File: src/hw/tmcf_pkg.sv
// constants for the timer counter, modulo and channel flag block
package tmcf_pkg;
	localparam int ADDR_W = 3;
	localparam int DATA_W = 8;
	localparam int CNT_W = 16;
	localparam int PRE_W = 7;
	// byte register indices
	localparam logic [2:0] A_MSC = 3'h0;
	localparam logic [2:0] A_CNT_HI = 3'h1;
	localparam logic [2:0] A_CNT_LO = 3'h2;
	localparam logic [2:0] A_MOD_HI = 3'h3;
	localparam logic [2:0] A_MOD_LO = 3'h4;
	localparam logic [2:0] A_CSC = 3'h5;
	localparam logic [2:0] A_CHV_HI = 3'h6;
	localparam logic [2:0] A_CHV_LO = 3'h7;
	// main_status_control fields
	localparam int MSC_TOF = 7;
	localparam int MSC_TOIE = 6;
	localparam int MSC_CENTER_ALIGNED_SELECT = 5;
	localparam int MSC_CLKS_HI = 4;
	localparam int MSC_CLKS_LO = 3;
	localparam int MSC_PS_HI = 2;
	// channel_status_control fields
	localparam int CSC_FLAG = 7;
	localparam int CSC_IE = 6;
	localparam int CSC_MSB = 5;
	localparam int CSC_MSA = 4;
	localparam int CSC_ELS_HI = 3;
	localparam int CSC_ELS_LO = 2;
	// clock_source_select codes
	localparam logic [1:0] CLK_NONE = 2'h0;
	localparam logic [1:0] CLK_BUS = 2'h1;
	localparam logic [1:0] CLK_FIXED = 2'h2;
	localparam logic [1:0] CLK_EXT = 2'h3;
	// edge selects in capture mode
	localparam logic [1:0] ELS_RISE = 2'h1;
	localparam logic [1:0] ELS_FALL = 2'h2;
	localparam logic [1:0] ELS_BOTH = 2'h3;
	localparam logic [15:0] CNT_ZERO = 16'h0000;
	localparam logic [15:0] CNT_ONE = 16'h0001;
	localparam logic [15:0] CNT_FULL = 16'hffff;
	localparam logic [15:0] MOD_RST = 16'h0000;
	localparam logic [7:0] BYTE_ZERO = 8'h00;
	localparam logic [6:0] PRE_ZERO = 7'h00;
	localparam logic [6:0] PRE_ONE = 7'h01;
endpackage

File: src/hw/tmcf_top.sv
// timer counter with modulo, coherent byte access and one channel flag
//
// Design decisions made here: the address map and the address-and-strobe port.
module tmcf_top (
	input wire logic mclk,
	input wire logic rst,
	input wire logic [tmcf_pkg::ADDR_W-1:0] addr,
	input wire logic [tmcf_pkg::DATA_W-1:0] wdata,
	input wire logic wr_en,
	input wire logic rd_en,
	output logic [tmcf_pkg::DATA_W-1:0] rdata,
	input wire logic debug_halt,
	input wire logic fixed_tick,
	input wire logic ext_tick,
	input wire logic capture_in,
	output logic overflow_irq,
	output logic channel_irq
);
	import tmcf_pkg::*;

	typedef struct packed {
		logic overflow_flag;
		logic toie;
		logic center_aligned_select;
		logic [1:0] clks;
		logic [2:0] ps;
		logic tof_arm;
		logic [CNT_W-1:0] cnt;
		logic down;
		logic [PRE_W-1:0] pre;
		logic cl_valid;
		logic cl_wait_lo;
		logic [CNT_W-1:0] cl_val;
		logic [CNT_W-1:0] modv;
		logic [CNT_W-1:0] mbuf;
		logic m_hi;
		logic m_lo;
		logic m_pend;
		logic ch_f;
		logic ch_ie;
		logic ch_msb;
		logic ch_msa;
		logic [1:0] ch_els;
		logic ch_arm;
		logic [CNT_W-1:0] chv;
		logic cap_d;
		logic [DATA_W-1:0] rdata;
		logic tof_irq;
		logic ch_irq;
	} tmcf_state_t;

	tmcf_state_t s_r;
	tmcf_state_t s_nxt;

	logic src_tick;
	logic tick;
	logic [PRE_W-1:0] pre_max;
	logic [CNT_W-1:0] top;
	logic ovf_evt;
	logic ch_evt;
	logic cap_edge;
	logic match_ok;
	logic pwm_mode;
	logic [CNT_W-1:0] rd_cnt;

	assign rdata = s_r.rdata;
	assign overflow_irq = s_r.tof_irq;
	assign channel_irq = s_r.ch_irq;

	////////////////////////////////////////////////////////////////////////////
	always_comb begin
		s_nxt = s_r;
		// clock source selection and prescaler
		unique case (s_r.clks)
			CLK_NONE: src_tick = 1'b0;
			CLK_BUS: src_tick = 1'b1;
			CLK_FIXED: src_tick = fixed_tick;
			CLK_EXT: src_tick = ext_tick;
		endcase
		pre_max = PRE_W'((PRE_ONE << s_r.ps) - PRE_ONE);
		tick = src_tick && !debug_halt && (s_r.pre == pre_max);
		if (src_tick && !debug_halt) begin
			s_nxt.pre = (s_r.pre == pre_max) ? PRE_ZERO : PRE_W'(s_r.pre + PRE_ONE);
		end
		top = (s_r.modv == CNT_ZERO) ? CNT_FULL : s_r.modv;
		ovf_evt = 1'b0;
		if (tick) begin
			if (s_r.center_aligned_select) begin
				if (!s_r.down) begin
					if (s_r.cnt == top) begin
						s_nxt.down = 1'b1;
						s_nxt.cnt = CNT_W'(s_r.cnt - CNT_ONE);
						ovf_evt = 1'b1;
					end else begin
						s_nxt.cnt = CNT_W'(s_r.cnt + CNT_ONE);
					end
				end else if (s_r.cnt == CNT_ZERO) begin
					s_nxt.down = 1'b0;
					s_nxt.cnt = CNT_ONE;
				end else begin
					s_nxt.cnt = CNT_W'(s_r.cnt - CNT_ONE);
				end
			end else if (s_r.cnt == top) begin
				s_nxt.cnt = CNT_ZERO;
				ovf_evt = 1'b1;
			end else begin
				s_nxt.cnt = CNT_W'(s_r.cnt + CNT_ONE);
			end
			// buffered modulo moves in as the counter steps onto the old top
			if (s_r.m_pend && !s_r.down && s_r.cnt == CNT_W'(top - CNT_ONE)) begin
				s_nxt.modv = s_r.mbuf;
				s_nxt.m_pend = 1'b0;
			end
		end

		////////////////////////////////////////////////////////////////////////
		// channel events
		pwm_mode = s_r.center_aligned_select || s_r.ch_msb;
		cap_edge = 1'b0;
		unique case (s_r.ch_els)
			ELS_RISE: cap_edge = capture_in && !s_r.cap_d;
			ELS_FALL: cap_edge = !capture_in && s_r.cap_d;
			ELS_BOTH: cap_edge = capture_in != s_r.cap_d;
			default: cap_edge = 1'b0;
		endcase
		// a 0% or 100% duty never toggles, so its match is not an event
		match_ok = !pwm_mode || (s_r.chv != CNT_ZERO && s_r.chv <= s_r.modv);
		ch_evt = 1'b0;
		if (!pwm_mode && !s_r.ch_msa) begin
			ch_evt = cap_edge;
			if (cap_edge) begin
				s_nxt.chv = s_r.cnt;
			end
		end else begin
			ch_evt = tick && (s_r.cnt == s_r.chv) && match_ok;
		end
		s_nxt.cap_d = capture_in;

		////////////////////////////////////////////////////////////////////////
		// register reads
		rd_cnt = s_r.cl_valid ? s_r.cl_val : s_r.cnt;
		if (rd_en) begin
			unique case (addr)
				A_MSC: s_nxt.rdata = {s_r.overflow_flag, s_r.toie, s_r.center_aligned_select, s_r.clks, s_r.ps};
				A_CNT_HI: s_nxt.rdata = rd_cnt[15:8];
				A_CNT_LO: s_nxt.rdata = rd_cnt[7:0];
				A_MOD_HI: s_nxt.rdata = s_r.modv[15:8];
				A_MOD_LO: s_nxt.rdata = s_r.modv[7:0];
				A_CSC: s_nxt.rdata = {s_r.ch_f, s_r.ch_ie, s_r.ch_msb, s_r.ch_msa,
					s_r.ch_els, 2'h0};
				A_CHV_HI: s_nxt.rdata = s_r.chv[15:8];
				A_CHV_LO: s_nxt.rdata = s_r.chv[7:0];
			endcase
			if (addr == A_MSC && s_r.overflow_flag) begin
				s_nxt.tof_arm = 1'b1;
			end
			if (addr == A_CSC && s_r.ch_f) begin
				s_nxt.ch_arm = 1'b1;
			end
			// the holding buffer is frozen while halted
			if ((addr == A_CNT_HI || addr == A_CNT_LO) && !debug_halt) begin
				if (!s_r.cl_valid) begin
					s_nxt.cl_valid = 1'b1;
					s_nxt.cl_val = s_r.cnt;
					s_nxt.cl_wait_lo = (addr == A_CNT_HI);
				end else if (s_r.cl_wait_lo == (addr == A_CNT_LO)) begin
					s_nxt.cl_valid = 1'b0;
				end
			end
		end

		////////////////////////////////////////////////////////////////////////
		// register writes
		if (wr_en) begin
			unique case (addr)
				A_MSC: begin
					s_nxt.toie = wdata[MSC_TOIE];
					s_nxt.center_aligned_select = wdata[MSC_CENTER_ALIGNED_SELECT];
					s_nxt.clks = wdata[MSC_CLKS_HI:MSC_CLKS_LO];
					s_nxt.ps = wdata[MSC_PS_HI:0];
					if (s_r.tof_arm && !wdata[MSC_TOF]) begin
						s_nxt.overflow_flag = 1'b0;
					end
					s_nxt.tof_arm = 1'b0;
					s_nxt.cl_valid = 1'b0;
					s_nxt.m_hi = 1'b0;
					s_nxt.m_lo = 1'b0;
				end
				A_CNT_HI, A_CNT_LO: begin
					s_nxt.cnt = CNT_ZERO;
					s_nxt.down = 1'b0;
					s_nxt.pre = PRE_ZERO;
					s_nxt.cl_valid = 1'b0;
				end
				A_MOD_HI, A_MOD_LO: begin
					if (debug_halt) begin
						// pairing state is held; data bypasses the buffer
						if (addr == A_MOD_HI) begin
							s_nxt.modv[15:8] = wdata;
						end else begin
							s_nxt.modv[7:0] = wdata;
						end
					end else begin
						if (addr == A_MOD_HI) begin
							s_nxt.mbuf[15:8] = wdata;
							s_nxt.m_hi = 1'b1;
						end else begin
							s_nxt.mbuf[7:0] = wdata;
							s_nxt.m_lo = 1'b1;
						end
						if (s_nxt.m_hi && s_nxt.m_lo) begin
							s_nxt.m_hi = 1'b0;
							s_nxt.m_lo = 1'b0;
							if (s_r.clks == CLK_NONE) begin
								s_nxt.modv = s_nxt.mbuf;
								s_nxt.m_pend = 1'b0;
							end else begin
								s_nxt.m_pend = 1'b1;
							end
						end
					end
				end
				A_CSC: begin
					s_nxt.ch_ie = wdata[CSC_IE];
					s_nxt.ch_msb = wdata[CSC_MSB];
					s_nxt.ch_msa = wdata[CSC_MSA];
					s_nxt.ch_els = wdata[CSC_ELS_HI:CSC_ELS_LO];
					if (s_r.ch_arm && !wdata[CSC_FLAG]) begin
						s_nxt.ch_f = 1'b0;
					end
					s_nxt.ch_arm = 1'b0;
				end
				A_CHV_HI: s_nxt.chv[15:8] = wdata;
				A_CHV_LO: s_nxt.chv[7:0] = wdata;
			endcase
		end

		////////////////////////////////////////////////////////////////////////
		// channel events, and overflows unless only one modulo byte is written, win over a clear in the same cycle and restart the sequence
		if (ovf_evt && !(s_r.m_hi ^ s_r.m_lo)) begin
			s_nxt.overflow_flag = 1'b1;
			s_nxt.tof_arm = 1'b0;
		end
		if (ch_evt) begin
			s_nxt.ch_f = 1'b1;
			s_nxt.ch_arm = 1'b0;
		end
		s_nxt.tof_irq = s_nxt.overflow_flag && s_nxt.toie;
		s_nxt.ch_irq = s_nxt.ch_f && s_nxt.ch_ie;
	end

	always_ff @(posedge mclk) begin
		if (rst) begin
			s_r <= '0;
		end else begin
			s_r <= s_nxt;
		end
	end
endmodule

File: config.mk
export PLATFORM = sky130hd
export DESIGN_NAME = tmcf_top
export DESIGN_NICKNAME = d
export VERILOG_FILES = /design/src/hw/tmcf_pkg.sv /design/src/hw/tmcf_top.sv
export SDC_FILE = /design/constraint.sdc
export NUM_CORES = 1
export LEC_CHECK = 0
export ABC_CLOCK_PERIOD_IN_PS = 5200
export BUFFER_PORTS_ARGS = -buffer_cell sky130_fd_sc_hd__buf_2
export CORE_MARGIN = 1.5
export CORE_UTILIZATION = 55
export CTS_CLUSTER_DIAMETER = 60
export CTS_CLUSTER_SIZE = 25
export DETAILED_ROUTE_END_ITERATION = 12
export GPL_TIMING_DRIVEN = 0
export PLACE_DENSITY = 0.7
export REMOVE_ABC_BUFFERS = 1
export SLEW_MARGIN = 5
export SYNTH_ARGS = -nofsm -noshare
export SYNTH_HDL_FRONTEND = slang
export SYNTH_SLANG_ARGS = --single-unit
export TNS_END_PERCENT = 50
File: constraint.sdc
create_clock -name mclk -period 5.2 [get_ports mclk]
set_input_delay 0.26 -clock mclk [delete_from_list [all_inputs] [get_ports mclk]]
set_output_delay 0.26 -clock mclk [all_outputs]
set_load 0.02 [all_outputs]
==> qor.yml <==
netlist_top_cells_area: "sky130_fd_sc_hd__dfxtp_1, sky130_fd_sc_hd__mux2i_1, sky130_fd_sc_hd__nor2_1"
synthesized_flop_and_latch_total: 120
critPathRequiredTime_ps: 5490
finalWorstSetupSlack_ps: 387
worst-r2r-setup-slack_ps: 390
status: "complete, no violations"
synth.top_cell.area_share_pct: 26.9
number_of_enable_type_register_cells_in_the_synthesized_netlist: 0
maxCapViolCount: 0
synthArstFlopShare_pct: 0
rr_worst_depth: 14
routedWlPerCell_um: 21.1
synth_seq_area_share_pct: 26.9
track_usage_pct: 32.8
timing.final.hold_violations: 0
start_util_pct: 56.3
grt_setup_unrepaired: "no"
routabilityCongestion: 0.936
whs_path_depth: 3
postRouteAntennaNets: 0
insertion_delay_ps: 430
dpl_cell_area_um2: 8930
drc_errors: 0
synth_flop_cell: "sky130_fd_sc_hd__dfxtp_1"
fin_skew_ps: 12.4
cts.hold.buffers_added: 0
maximum_number_of_pins_on_one_net_before_global_route_repair: 73
fin_crit_sh_pct: 92.6
wl_mm: 27.7
grt_remaining_overflow: 0
antenna-diode-count: 0
grt_pass1_vias: 7708
worst_hold_path.endpoint: "s_r[10]"
power.density_nw_per_um2: 256
h_tree_lvls: 4
reg2reg_from: "s_r[64]"
timing_worst_setup_path_type: "flip-flop to flip-flop"
grt_antenna_before_repair: 0
synth_warnings: 0
tightestPinTransition_ps: 1150
fp.dieH_um: 131
ioPinCount: 29
yosys.area.top_type: "sky130_fd_sc_hd__dfxtp_1"
syn_inst: 1151
tritoncts: "done"
tritoncts.num_buffers: 17
min_path_type: "input pin to flip-flop"
viasPerCell: 6.63
dp.final_hpwl_mm: 18.4
clk_pin_slew_worst_paths_ps: 60
static-leakage-power_nw: 3.50
crit_fanout: 14
r2r-end: "s_r[63]"
worstHoldStart: "capture_in"
first_pass_grt_wire_length_mm: 42.9
setup-tns-final_ps: 0
io_buffers: 28
timing.critical_path.from_type: "flip-flop"
place_worst_setup_slack_ps: 213
ir_drop_v: 0.000261
drt-pass1-iter-count: 6
cts_buffer_depth: 2
setup_violations: 0
final_core_utilization_pct: 60.0
final_layout_size_suffix_gt1_share_pct: 9.81
syn-mean-instance-area_um2: 7.77
core.rowCount: 46
areaGrowthSynthToFinish_pct: 6.65
cp.arrival_ps: 5100
clock_sinks: 120
final.min_clock_period_ps: 4810
synthesis.area_um2: 8940
slew_hr_pct: 22.7
final_net_count: 1129
final_design_area_no_fill_um2: 9540
fmaxAchievable_mhz: 208
totalPowerFinal_mw: 2.44
detail_route.iter0.violations: 1040
synth.lib_cells_used.distinct: 92
vias: 8736
dieArea_um2: 17000
finalMaxSlewViolations: 0
die_width_um: 131
worst_setup_path_end_kind: "flip-flop"
core_region_area_um2: 15900
cts-root-buf: "sky130_fd_sc_hd__clkbuf_16"
==> metrics by stage <==
stage	std cells	hold WS (ps)
3_3_place_gp	1279	438
2_1_floorplan	1035	327
5_1_grt	1317	108
6_report	1317	90.7
4_1_cts	1315	90.6
3_5_place_dp	1283	445
==> cells in the mapped netlist (5+ instances only) <==
library cell / number
sky130_fd_sc_hd__nor3_1: 27
sky130_fd_sc_hd__xor2_1: 26
sky130_fd_sc_hd__clkbuf_1: 85
sky130_fd_sc_hd__nand3_1: 27
sky130_fd_sc_hd__o21a_1: 7
sky130_fd_sc_hd__a21o_1: 23
sky130_fd_sc_hd__mux2_2: 7
sky130_fd_sc_hd__and2_1: 7
sky130_fd_sc_hd__nand2b_1: 11
sky130_fd_sc_hd__o31ai_1: 7
sky130_fd_sc_hd__mux2i_1: 65
sky130_fd_sc_hd__nor2b_1: 11
sky130_fd_sc_hd__buf_4: 9
sky130_fd_sc_hd__a211oi_1: 22
sky130_fd_sc_hd__nor2_1: 116
sky130_fd_sc_hd__nor4_1: 18
sky130_fd_sc_hd__a221oi_1: 5
sky130_fd_sc_hd__a22oi_1: 26
sky130_fd_sc_hd__and3_1: 14
sky130_fd_sc_hd__o22ai_1: 40
sky130_fd_sc_hd__nand3b_1: 5
sky130_fd_sc_hd__o211ai_1: 5
sky130_fd_sc_hd__xnor2_1: 27
sky130_fd_sc_hd__o21ai_0: 46
sky130_fd_sc_hd__buf_1: 11
sky130_fd_sc_hd__nand4_1: 15
sky130_fd_sc_hd__dfxtp_1: 120
sky130_fd_sc_hd__inv_1: 28
sky130_fd_sc_hd__o41ai_1: 5
sky130_fd_sc_hd__a21oi_1: 59
sky130_fd_sc_hd__a31oi_1: 11
sky130_fd_sc_hd__buf_2: 5
sky130_fd_sc_hd__or3_1: 10
sky130_fd_sc_hd__a22o_1: 8
sky130_fd_sc_hd__nand2_1: 106
sky130_fd_sc_hd__ha_1: 22
sky130_fd_sc_hd__o221ai_1: 5
==> power breakdown <==
part,switching (mW),internal (mW)
registers,0.0263,0.933
clock network,0.460,0.722
logic,0.188,0.111
total,0.675,1.77
==> area by class of cell <==
cell class	instances	area (µm²)
Fill cell	1470	6350
Multi-Input combinational cell	887	5950
Sequential cell	120	2400
Clock buffer	19	443
Tap cell	216	270
Timing Repair Buffer	34	219
Clock inverter	13	145
Inverter	28	105
==> worst max-delay path: stages, from the launching register on <==
cell and delay (ps):
sky130_fd_sc_hd__dfxtp_1 400, sky130_fd_sc_hd__or4_4 610, sky130_fd_sc_hd__or4_4 630, sky130_fd_sc_hd__nor3_4 330
sky130_fd_sc_hd__nor2_1 80, sky130_fd_sc_hd__ha_1 350, sky130_fd_sc_hd__xnor2_1 140, sky130_fd_sc_hd__a2111o_1 410
sky130_fd_sc_hd__a2111o_1 280, sky130_fd_sc_hd__nor4_1 380, sky130_fd_sc_hd__nand4_2 190, sky130_fd_sc_hd__nor4_4 320
sky130_fd_sc_hd__buf_6 240, sky130_fd_sc_hd__mux2i_1 220, sky130_fd_sc_hd__o22ai_1 90
==> sequential cells by signal, indices dropped and copies added (netlist names) <==
| signal | count |
|---|---|
| overflow_irq | 1 |
| rdata | 8 |
| channel_irq | 1 |
| s_r | 110 |
==> metal layers <==
| metal | GRT usage (%) | share of wire [%] | vias to the layer above |
|---|---|---|---|
| met3 | 6.76 | 9.1 | 71 |
| met1 | 45.4 | 43 | 4131 |
| met4 | 12.3 | 3.2 | 0 |
| met5 | 0 | 0 | - |
| met2 | 50.2 | 45 | 437 |
| li1 | - | - | 4097 |
==> kinds of logic (layout without fill, tap and decap cells) <==
logic type | count (synthesis) | count (layout) | synth area share [%]
AND/OR/NAND/NOR | 409 | 409 | 23.7
AO/OA/AOI/OAI | 323 | 323 | 24.6
buffers and inverters | 144 | 94 | 6.78
flip-flops | 120 | 120 | 26.9
multiplexers | 78 | 78 | 9.42
XOR/XNOR | 55 | 55 | 5.62
adder cells (fa/ha/maj) | 22 | 22 | 3.08
==> timing repair <==
action,4_1_cts,5_1_grt
gates resized for setup,0,1
setup buffers,0,2
endpoints found under the setup margin,0,11
==> layout by cell type (no fill, tap or decap), drive strengths merged, types with 11 or more instances in the layout <==
master and n:
nand2b 11, and3 14, a22oi 26, xor2 26, or3 11, nand4 16, o21ai 50, nor3 29
nor2b 11, a211oi 22, a31oi 11, a21oi 61, inv 31, clkbuf 19, dfxtp 120, nand3 28
xnor2 28, nand2 106, mux2i 65, o22ai 40, buf 34, nor4 20, nor2 117, a21o 23
ha 22
==> how the worst max path moves through the flow <==
stage,from,endpoint,slack [ps],cells after the start
4_1_cts,s_r[64],s_r[63],180,14
2_1_floorplan,s_r[64],s_r[53],660,13
3_3_place_gp,s_r[65],s_r[63],-170,13
3_5_place_dp,s_r[65],s_r[63],210,14
5_1_grt,s_r[64],s_r[65],160,14
6_report,s_r[64],s_r[63],390,14
Note: power is estimated with default switching activity, not from simulation.
